[src/shared/plct_consts.vh]
// Purpose: Constants for the payload control and pattern test block.
// Assumes: One framer's 8-bit register window, 8-bit data.
// Notes:   Offsets are byte offsets inside the framer's register window.
`ifndef PLCT_CONSTS_VH
`define PLCT_CONSTS_VH

// ==========================================================================
// Register offsets
`define PLCT_POS_CTRL       8'h0F
`define PLCT_TX_CFG         8'h30
`define PLCT_TX_STAT        8'h31
`define PLCT_SB_CFG         8'h40
`define PLCT_SB_STAT        8'h41
`define PLCT_SB_ADDR        8'h42
`define PLCT_SB_DATA        8'h43
`define PLCT_RX_CFG         8'h50
`define PLCT_RX_STAT        8'h51
`define PLCT_DET_STAT       8'h61
`define PLCT_ERR_INS        8'h64
`define PLCT_ERR_CNT0       8'h6C
`define PLCT_ERR_CNT1       8'h6D
`define PLCT_ERR_CNT2       8'h6E
`define PLCT_ERR_CNT3       8'h6F
`define PLCT_TX_ADDR        8'hB2
`define PLCT_TX_DATA        8'hB3
`define PLCT_RX_ADDR        8'hD2
`define PLCT_RX_DATA        8'hD3

// ==========================================================================
// Field positions
`define PLCT_ENABLE_BIT     0
`define PLCT_BUSY_BIT       7
`define PLCT_READ_BIT       7
`define PLCT_TEST_BIT       3
`define PLCT_BACKPLANE_BIT  2
`define PLCT_SYNC_BIT       4
`define PLCT_BITERR_BIT     2
`define PLCT_INSERT_BIT     3

// ==========================================================================
// Sizes, reset values and counts
`define PLCT_IND_AW         7
`define PLCT_IND_DEPTH      128
`define PLCT_REG_RST        8'h00
`define PLCT_PRBS_SEED      15'h7FFF
`define PLCT_SYNC_GOOD      4'hF
`define PLCT_SYNC_LOSS      3'h4
`define PLCT_PH_IDLE        2'h0
`define PLCT_PH_ACCESS      2'h1
`define PLCT_PH_DONE        2'h2

`endif

[src/hdl/plct_top.v]
// Purpose: Payload control indirect access and pattern test for one framer.
// Assumes: Register port is synchronous to sys_clk_i; timeslot strobes too.
// Notes:   Units 0, 1, 2 are transmit payload, signalling buffer, receive payload.
`include "plct_consts.vh"

module plct_top (
    input  wire       sys_clk_i,      // System clock, 125 MHz
    input  wire       rst_i,          // Synchronous reset, active high
    input  wire [7:0] reg_addr_i,     // Register offset
    input  wire [7:0] reg_wdata_i,    // Write data
    input  wire       reg_wr_i,       // Write strobe, one cycle
    input  wire       reg_rd_i,       // Read strobe, one cycle
    output reg  [7:0] reg_rdata_o,    // Read data, next cycle
    input  wire       tx_ts_valid_i,  // Transmit timeslot byte present
    input  wire [4:0] tx_ts_chan_i,   // Transmit channel number
    input  wire [7:0] tx_ts_data_i,   // Transmit byte from backplane
    output reg        tx_ts_valid_o,  // Transmit byte out present
    output reg  [7:0] tx_ts_data_o,   // Transmit byte toward line
    input  wire       rx_ts_valid_i,  // Receive timeslot byte present
    input  wire [4:0] rx_ts_chan_i,   // Receive channel number
    input  wire [7:0] rx_ts_data_i,   // Receive byte from line
    output reg        rx_ts_valid_o,  // Receive byte out present
    output reg  [7:0] rx_ts_data_o    // Receive byte toward backplane
);

    localparam [23:0] CFG_OFFS  = {`PLCT_RX_CFG,  `PLCT_SB_CFG,  `PLCT_TX_CFG};
    localparam [23:0] ADDR_OFFS = {`PLCT_RX_ADDR, `PLCT_SB_ADDR, `PLCT_TX_ADDR};
    localparam [23:0] DATA_OFFS = {`PLCT_RX_DATA, `PLCT_SB_DATA, `PLCT_TX_DATA};

    wire [23:0] cfg_all;
    wire [23:0] iaddr_all;
    wire [23:0] idata_all;
    wire [2:0]  busy_all;
    wire [2:0]  wdone_all;

    reg  [7:0]  pos_ctrl_r;
    reg  [7:0]  err_ins_r;
    reg         ins_arm_r;
    reg  [31:0] tx_test_r;
    reg  [31:0] rx_test_r;
    reg  [14:0] gen_r;
    reg  [14:0] det_r;
    reg  [3:0]  good_cnt_r;
    reg  [2:0]  bad_cnt_r;
    reg         sync_r;
    reg         bit_err_r;
    reg  [31:0] err_run_r;
    reg  [31:0] err_lat_r;

    // ======================================================================
    // Pattern functions
    // Generator: x^15 + x^14 + 1, MSB first; returns {next state, byte}
    function [22:0] prbs_gen;
        input [14:0] st;
        integer i;
        reg [14:0] s;
        reg [7:0]  b;
        reg        fb;
        begin
            s = st;
            b = 8'h00;
            for (i = 7; i >= 0; i = i - 1) begin
                fb   = s[14] ^ s[13];
                b[i] = fb;
                s    = {s[13:0], fb};
            end
            prbs_gen = {s, b};
        end
    endfunction

    // Self-synchronising check; returns {next state, mismatch}
    function [15:0] prbs_chk;
        input [14:0] st;
        input [7:0]  d;
        integer i;
        reg [14:0] s;
        reg        e;
        begin
            s = st;
            e = 1'b0;
            for (i = 7; i >= 0; i = i - 1) begin
                e = e | ((s[14] ^ s[13]) != d[i]);
                s = {s[13:0], d[i]};
            end
            prbs_chk = {s, e};
        end
    endfunction

    // ======================================================================
    // Indirect access units
    genvar u;
    generate
        for (u = 0; u < 3; u = u + 1) begin : g_unit
            reg  [7:0] cfg_r;
            reg  [7:0] iaddr_r;
            reg  [7:0] idata_r;
            reg  [1:0] phase_r;
            wire [7:0] mem_rdata;
            wire       busy = (phase_r != `PLCT_PH_IDLE);
            wire       start;

            assign start = reg_wr_i && (reg_addr_i == ADDR_OFFS[u*8 +: 8]) &&
                           cfg_r[`PLCT_ENABLE_BIT] && !busy;

            // Configuration and address registers
            always @(posedge sys_clk_i) begin
                if (rst_i) begin
                    cfg_r   <= `PLCT_REG_RST;
                    iaddr_r <= `PLCT_REG_RST;
                end else begin
                    if (reg_wr_i && reg_addr_i == CFG_OFFS[u*8 +: 8]) begin
                        cfg_r <= reg_wdata_i;
                    end
                    if (start) begin
                        iaddr_r <= reg_wdata_i;
                    end
                end
            end

            always @(posedge sys_clk_i) begin
                if (rst_i) begin
                    phase_r <= `PLCT_PH_IDLE;
                    idata_r <= `PLCT_REG_RST;
                end else begin
                    case (phase_r)
                        `PLCT_PH_IDLE: begin
                            if (start) begin
                                phase_r <= `PLCT_PH_ACCESS;
                            end
                            if (reg_wr_i && reg_addr_i == DATA_OFFS[u*8 +: 8]) begin
                                idata_r <= reg_wdata_i;
                            end
                        end
                        `PLCT_PH_ACCESS: begin
                            phase_r <= `PLCT_PH_DONE;
                        end
                        `PLCT_PH_DONE: begin
                            phase_r <= `PLCT_PH_IDLE;
                            if (iaddr_r[`PLCT_READ_BIT]) begin
                                idata_r <= mem_rdata;
                            end
                        end
                        default: begin
                            phase_r <= `PLCT_PH_IDLE;
                        end
                    endcase
                end
            end

            plct_ind_mem #(
                .AW    (`PLCT_IND_AW),
                .DEPTH (`PLCT_IND_DEPTH)
            ) u_mem (
                .sys_clk_i (sys_clk_i),
                .en_i      (phase_r == `PLCT_PH_ACCESS),
                .we_i      (!iaddr_r[`PLCT_READ_BIT]),
                .addr_i    (iaddr_r[`PLCT_IND_AW-1:0]),
                .wdata_i   (idata_r),
                .rdata_o   (mem_rdata)
            );

            assign cfg_all[u*8 +: 8]   = cfg_r;
            assign iaddr_all[u*8 +: 8] = iaddr_r;
            assign idata_all[u*8 +: 8] = idata_r;
            assign busy_all[u]         = busy;
            assign wdone_all[u]        = (phase_r == `PLCT_PH_DONE) &&
                                         !iaddr_r[`PLCT_READ_BIT];
        end
    endgenerate

    // ======================================================================
    // Test-bit shadows
    // A copy of each channel's test bit lets the data path look it up
    // every byte without stealing cycles from the single-port store.
    always @(posedge sys_clk_i) begin
        if (rst_i) begin
            tx_test_r <= 32'h0000_0000;
            rx_test_r <= 32'h0000_0000;
        end else begin
            if (wdone_all[0] && iaddr_all[6:5] == 2'h0) begin
                tx_test_r[iaddr_all[4:0]] <= idata_all[`PLCT_TEST_BIT];
            end
            if (wdone_all[2] && iaddr_all[22:21] == 2'h0) begin
                rx_test_r[iaddr_all[20:16]] <= idata_all[16 + `PLCT_TEST_BIT];
            end
        end
    end

    // ======================================================================
    // Direct control registers
    wire backplane = pos_ctrl_r[`PLCT_BACKPLANE_BIT];
    wire ins_rise  = reg_wr_i && reg_addr_i == `PLCT_ERR_INS &&
                     reg_wdata_i[`PLCT_INSERT_BIT] && !err_ins_r[`PLCT_INSERT_BIT];
    wire tx_on     = cfg_all[`PLCT_ENABLE_BIT] && tx_test_r[tx_ts_chan_i];
    wire rx_on     = cfg_all[16 + `PLCT_ENABLE_BIT] && rx_test_r[rx_ts_chan_i];

    wire gen_go    = backplane ? (rx_ts_valid_i && rx_on) : (tx_ts_valid_i && tx_on);
    wire chk_go    = backplane ? (tx_ts_valid_i && tx_on) : (rx_ts_valid_i && rx_on);
    wire [7:0] chk_byte = backplane ? tx_ts_data_i : rx_ts_data_i;

    wire [22:0] gen_res  = prbs_gen(gen_r);
    // one inverted bit per armed insertion
    wire [7:0]  gen_byte = gen_res[7:0] ^ {7'h00, ins_arm_r};
    wire [15:0] chk_res  = prbs_chk(det_r, chk_byte);
    wire        byte_err = chk_go && chk_res[0];

    // Position, insertion control and the one-shot arm
    always @(posedge sys_clk_i) begin
        if (rst_i) begin
            pos_ctrl_r <= `PLCT_REG_RST;
            err_ins_r  <= `PLCT_REG_RST;
            ins_arm_r  <= 1'b0;
        end else begin
            if (reg_wr_i && reg_addr_i == `PLCT_POS_CTRL) begin
                pos_ctrl_r <= reg_wdata_i;
            end
            if (reg_wr_i && reg_addr_i == `PLCT_ERR_INS) begin
                err_ins_r <= reg_wdata_i;
            end
            if (ins_rise) begin
                ins_arm_r <= 1'b1;
            end else if (gen_go) begin
                ins_arm_r <= 1'b0;
            end
        end
    end

    // ======================================================================
    // Data path: generator insertion
    always @(posedge sys_clk_i) begin
        if (rst_i) begin
            gen_r         <= `PLCT_PRBS_SEED;
            tx_ts_valid_o <= 1'b0;
            rx_ts_valid_o <= 1'b0;
            tx_ts_data_o  <= 8'h00;
            rx_ts_data_o  <= 8'h00;
        end else begin
            tx_ts_valid_o <= tx_ts_valid_i;
            rx_ts_valid_o <= rx_ts_valid_i;
            tx_ts_data_o  <= (!backplane && tx_on) ? gen_byte : tx_ts_data_i;
            rx_ts_data_o  <= (backplane && rx_on) ? gen_byte : rx_ts_data_i;
            if (gen_go) begin
                gen_r <= gen_res[22:8];
            end
        end
    end

    // ======================================================================
    // Detector: sync search and error flag
    // Self-synchronising check: one line error shows as up to three bit
    // mismatches, which may span three bytes; counting is per errored byte.
    always @(posedge sys_clk_i) begin
        if (rst_i) begin
            det_r      <= `PLCT_PRBS_SEED;
            good_cnt_r <= 4'h0;
            bad_cnt_r  <= 3'h0;
            sync_r     <= 1'b0;
            bit_err_r  <= 1'b0;
        end else begin
            if (chk_go) begin
                det_r <= chk_res[15:1];
                if (byte_err) begin
                    good_cnt_r <= 4'h0;
                    if (bad_cnt_r == `PLCT_SYNC_LOSS - 3'h1) begin
                        sync_r <= 1'b0;
                    end else begin
                        bad_cnt_r <= bad_cnt_r + 3'h1;
                    end
                end else begin
                    bad_cnt_r <= 3'h0;
                    if (good_cnt_r == `PLCT_SYNC_GOOD) begin
                        sync_r <= 1'b1;
                    end else begin
                        good_cnt_r <= good_cnt_r + 4'h1;
                    end
                end
            end
            // sticky error flag, read clears, set wins
            if (byte_err) begin
                bit_err_r <= 1'b1;
            end else if (reg_rd_i && reg_addr_i == `PLCT_DET_STAT) begin
                bit_err_r <= 1'b0;
            end
        end
    end

    // ======================================================================
    // Error counter and latch
    wire cnt_latch = reg_wr_i && reg_addr_i == `PLCT_ERR_CNT0;
    wire cnt_inc   = byte_err && sync_r && err_run_r != 32'hFFFF_FFFF;

    // write latches count and restarts it
    always @(posedge sys_clk_i) begin
        if (rst_i) begin
            err_run_r <= 32'h0000_0000;
            err_lat_r <= 32'h0000_0000;
        end else if (cnt_latch) begin
            err_lat_r <= err_run_r;
            err_run_r <= {31'h0000_0000, byte_err && sync_r};
        end else if (cnt_inc) begin
            err_run_r <= err_run_r + 32'h0000_0001;
        end
    end

    // ======================================================================
    // Register read mux, data valid the cycle after the read strobe
    always @(posedge sys_clk_i) begin
        if (rst_i) begin
            reg_rdata_o <= 8'h00;
        end else if (reg_rd_i) begin
            case (reg_addr_i)
                `PLCT_POS_CTRL: reg_rdata_o <= pos_ctrl_r;
                `PLCT_TX_CFG:   reg_rdata_o <= cfg_all[7:0];
                `PLCT_SB_CFG:   reg_rdata_o <= cfg_all[15:8];
                `PLCT_RX_CFG:   reg_rdata_o <= cfg_all[23:16];
                `PLCT_TX_STAT:  reg_rdata_o <= {busy_all[0], 7'h00};
                `PLCT_SB_STAT:  reg_rdata_o <= {busy_all[1], 7'h00};
                `PLCT_RX_STAT:  reg_rdata_o <= {busy_all[2], 7'h00};
                `PLCT_TX_ADDR:  reg_rdata_o <= iaddr_all[7:0];
                `PLCT_SB_ADDR:  reg_rdata_o <= iaddr_all[15:8];
                `PLCT_RX_ADDR:  reg_rdata_o <= iaddr_all[23:16];
                `PLCT_TX_DATA:  reg_rdata_o <= idata_all[7:0];
                `PLCT_SB_DATA:  reg_rdata_o <= idata_all[15:8];
                `PLCT_RX_DATA:  reg_rdata_o <= idata_all[23:16];
                // sync at b4, error at b2
                `PLCT_DET_STAT: reg_rdata_o <= {3'h0, sync_r, 1'b0, bit_err_r, 2'h0};
                `PLCT_ERR_INS:  reg_rdata_o <= err_ins_r;
                `PLCT_ERR_CNT0: reg_rdata_o <= err_lat_r[7:0];
                `PLCT_ERR_CNT1: reg_rdata_o <= err_lat_r[15:8];
                `PLCT_ERR_CNT2: reg_rdata_o <= err_lat_r[23:16];
                `PLCT_ERR_CNT3: reg_rdata_o <= err_lat_r[31:24];
                default:        reg_rdata_o <= 8'h00;
            endcase
        end
    end

endmodule // plct_top

[src/hdl/plct_ind_mem.v]
// Purpose: Indirect per-channel control store of one unit.
// Assumes: One access per cycle, write or read.
// Notes:   Contents are not reset; software clears them before use.
module plct_ind_mem #(
    parameter AW    = 7,
    parameter DEPTH = 128
) (
    input  wire          sys_clk_i,  // System clock
    input  wire          en_i,       // Access strobe
    input  wire          we_i,       // Write when high
    input  wire [AW-1:0] addr_i,     // Channel location
    input  wire [7:0]    wdata_i,    // Write data
    output reg  [7:0]    rdata_o     // Registered read data
);

    reg [7:0] mem_r [0:DEPTH-1];

    // ======================================================================
    // Storage
    // Read data comes from a flop so the bus mux sees a clean value
    always @(posedge sys_clk_i) begin
        if (en_i) begin
            if (we_i) begin
                mem_r[addr_i] <= wdata_i;
            end
            rdata_o <= mem_r[addr_i];
        end
    end

endmodule // plct_ind_mem

[config.mk]
export PLATFORM = sky130hd
export DESIGN_NAME = plct_top
export DESIGN_NICKNAME = d
export VERILOG_FILES = /design/src/hdl/plct_top.v /design/src/hdl/plct_ind_mem.v
export VERILOG_INCLUDE_DIRS = /design/src /design/src/shared
export SDC_FILE = /design/constraint.sdc
export NUM_CORES = 2
export LEC_CHECK = 0
export BUFFER_PORTS_ARGS = -buffer_cell sky130_fd_sc_hd__buf_2
export CORE_ASPECT_RATIO = 1.5
export CORE_MARGIN = 2
export CORE_UTILIZATION = 37
export CTS_CLUSTER_DIAMETER = 50
export DETAILED_ROUTE_END_ITERATION = 7
export MAX_ROUTING_LAYER = met4
export PLACE_DENSITY_LB_ADDON = 0.08
export SYNTH_ARGS = -nofsm -noshare
export SYNTH_HDL_FRONTEND = slang
export SYNTH_SLANG_ARGS = --single-unit
[constraint.sdc]
create_clock -name sys_clk_i -period 3.35 [get_ports sys_clk_i]
set_input_delay 0.1675 -clock sys_clk_i [delete_from_list [all_inputs] [get_ports sys_clk_i]]
set_output_delay 0.1675 -clock sys_clk_i [all_outputs]
set_load 0.05 [all_outputs]
==> impl_results.md <==
* Status: finished with violations
* Failing checks: setup timing
* Total die area at between 0.3 and 0.4 mm²
* Gr ovfl total at 0
* Data arrival, critical path at about 4.0 ns
* Post-layout min period at 3.418 ns
* Core area at between 0.3 and 0.4 mm²
* Fin area at roughly 0.16 mm²
* Largest net degree at the start of global routing at 130
* Startpoint Class: flop
* Critical Path Source: g_unit[1].iaddr_r[2]
* DRC at 0
* Period Utilization, post-route at 1.020
* Max-cap viol count at 0
* Clk_lat worst skew at ~0.95 ns
* NumNets Final at roughly 8100
* Synthesized Nets at approximately 7300
* Area Growth Syn to Fin at 18.34%
* # setup viols final at 1
* Ys Warns at 0
* IO buf count at 73
* H-tree depth at 5
* Synth top area cells: edfxtp_1, mux4_2, dfxtp_1
* Clk sinks at 3384
* Num rows at roughly 270
* Worst slew pin tran at around 1.2 ns
* Final Power at approximately 85 mW
* Worst-path maximum fanout at 16
* RSZ-0062 raised after global routing: no
* Vias per Instance at roughly 5.5
* Max Slew Vio Count at 0
* Distinct cells, synth at a little over 80
* Yosys reg bits at approximately 3400
* Post-synth ARST share at 0
* Lkg Pwr at 51.94 nW
* Via count at between 70000 and 80000
* First-pass GRT wire length at about 570 mm
* Largest area contributor in the netlist: edfxtp_1
* Post-synth EDFFs at 3096
* Crit end category: flop
* Synth Area per Inst at 18.12 µm²
* Top Ports at 74
* DRT Pass-1 Iters at 7
* Slew Limit Headroom at 0.2171
* CTS tree: yes
* Clock-pin slew of the registers on the worst-case setup and hold paths at around 0.060 ns
* Post-DRT Antenna Nets at 0
* Setup CP Type: flop to flop
* Critical R2R Launch: g_unit[1].iaddr_r[2]
* Top cell type's share of synthesized area at 0.7097
* Share of cells above drive strength 1 at 0.2523
* CP required at 3.89 ns
* Total Routing Usage GR at 0.2283
* Final Hold Fails at 0
* Cell Area, Synth at approximately 0.13 mm²
* Die height at around 730 µm
* Initial Utilization at 0.3717
* Seq/Total Area, Yosys at 0.7537
* Antenna violations before repair at 26
* Skew final at between 0.06 and 0.07 ns
* Worst hold start: reg_addr_i[3]
* Worst hold path type: input port to flop
* DRT iter0 DRCs at between 6000 and 7000
* Final worst setup slack at -0.06841 ns
* WL final at between 400 and 500 mm
* Vias in the first global route at 74543
* Clock buffer depth at 4
* RePlAce Congestion at 0.8728
* Die X at a little under 500 µm
* Drt wl/cell at 30.70 µm
* Final HPWL DP at ~260 mm
* Clock Root Buffer: clkbuf_16
* Dpl cells at 12374
* Power per cell area at ~550 mW/mm²
* Peak supply drop at about 410 µV
* Fin cells at ~13000
* FMAX at between 0.2 and 0.3 GHz
* Gate Count Post-Synth at between 7000 and 8000
* TritonCTS Buffers at between 300 and 400
* Top FF cell, synth: edfxtp_1
* Area post-placement at 0.1429 mm²
## report_power, final
group / leakage [nW] / internal [mW] / switching, mW
clock network: 5.54 / 22.4 / 16.9
registers: 33.0 / 45.4 / 0.0141
logic: 13.4 / 0.134 / 0.281
## timing repair
action | CTS | global route
endpoints found under the hold margin | 208 | 0
gates resized for setup | 8 | 4
endpoints found under the setup margin | 8 | 3
pin swaps | 2 | 0
hold buffers | 58 | 0
buffers inserted | 6 | 0
## logic make-up after synthesis
logic type	count (synthesis)	share of synthesized area
adder cells (fa/ha/maj)	4	0.0003821
AO/OA/AOI/OAI	1109	0.06089
flip-flops	3384	0.7537
buffers and inverters	500	0.01542
multiplexers	862	0.1212
XOR/XNOR	26	0.001738
AND/OR/NAND/NOR	1343	0.04666
## layer usage
layer | vias up | routed length [µm] | global-route usage
li1 | 31255 | - | -
met1 | 38543 | 157400 | 0.2733
met2 | 1768 | 212200 | 0.3971
met3 | 599 | 16480 | 0.02647
met4 | 0 | 15610 | 0.07972
met5 | - | 0 | -
## worst max-delay path: stages (launching register included)
cell and delay, ns:
dfxtp_2 0.41, and3_4 0.33, buf_12 0.22, buf_4 0.19, a221oi_1 0.42, a31oi_2 0.25
or4_1 0.51, nor3_4 0.23, nand4_1 0.42
## per-stage QoR
stage | hold WS (ns) | utilization | TNS [ns] | setup WS (ns)
2_1_floorplan | 0.3023 | - | 0 | 0.1552
3_3_place_gp | 0.4209 | 0.4055 | -0.8372 | -0.2949
3_5_place_dp | 0.4242 | 0.4055 | -0.8986 | -0.2996
4_1_cts | 0.02391 | 0.4398 | 0 | 0.04110
5_1_grt | 0.05478 | 0.4399 | 0 | 0.009700
6_report | 0.1030 | 0.4399 | -0.06841 | -0.06841
## Yosys cell counts (all sizes together) (7+ instances only)
cell type,n
and4,8
xor2,12
a22oi,373
nor3,40
nor2,586
a31oi,65
a21oi,175
nor3b,7
inv,28
mux4,575
or3,13
buf,169
and2,19
o22ai,53
xnor2,14
dfxtp,288
edfxtp,3096
nand3,96
a31o,11
nand2,307
a22o,98
or4,13
a221oi,103
nand3b,16
mux2,28
nand4,107
a211o,9
nand2b,38
o21ai,82
o2111ai,12
mux2i,259
o311ai,9
nor4,22
a41o,9
nor2b,37
a211oi,32
and3,17
clkbuf,302
a222oi,13
o211ai,7
## worst paths after layout
kind,slack [ns],endpoint,cells after the start
min,0.10,reg_rdata_o[7],5
max,-0.07,g_unit[1].u_mem.rdata_o[3],8
min reg2reg,0.45,err_lat_r[20],2
max reg2reg,-0.07,g_unit[1].u_mem.rdata_o[3],8
## final cells by class
class                   count  area [µm²]
diodes                     12       30.03
clock buffers             426        9329
clock inverters           210        2046
fillers                 30856      197400
inverters                  29       113.9
multi-input cells        3344       30380
flip-flops and latches   3384       98860
well taps                4707        5889
repair buffers            973        8388
## placed cells by master (no fill, tap or decap), types with 31 or more instances in the layout
cell type,n
clkinv_2,58
nor2b_1,36
mux4_2,569
mux2i_1,259
nand3_1,96
a21oi_1,174
a211oi_1,31
nand4_1,107
edfxtp_1,3096
nand2_1,307
nor2_1,580
buf_2,72
o21ai_0,82
clkinv_1,61
dlygate4sd3_1,58
nand2b_1,38
dfxtp_1,251
bufinv_16,31
clkbuf_1,61
a22oi_1,373
a31oi_1,64
a221oi_1,102
buf_12,87
o22ai_1,53
a22o_1,98
nor3_1,35
buf_4,753
clkbuf_16,362
## registers in the layout (all words and copies together) (netlist names), 15 cells and up
register,count
det_r,15
err_lat_r,32
err_run_r,32
g_unit.cfg_r,24
g_unit.iaddr_r,24
g_unit.idata_r,24
g_unit.u_mem.mem_r,3072
g_unit.u_mem.rdata_o,24
gen_r,15
rx_test_r,32
tx_test_r,32
No activity file was read; power rests on OpenSTA's default activity.
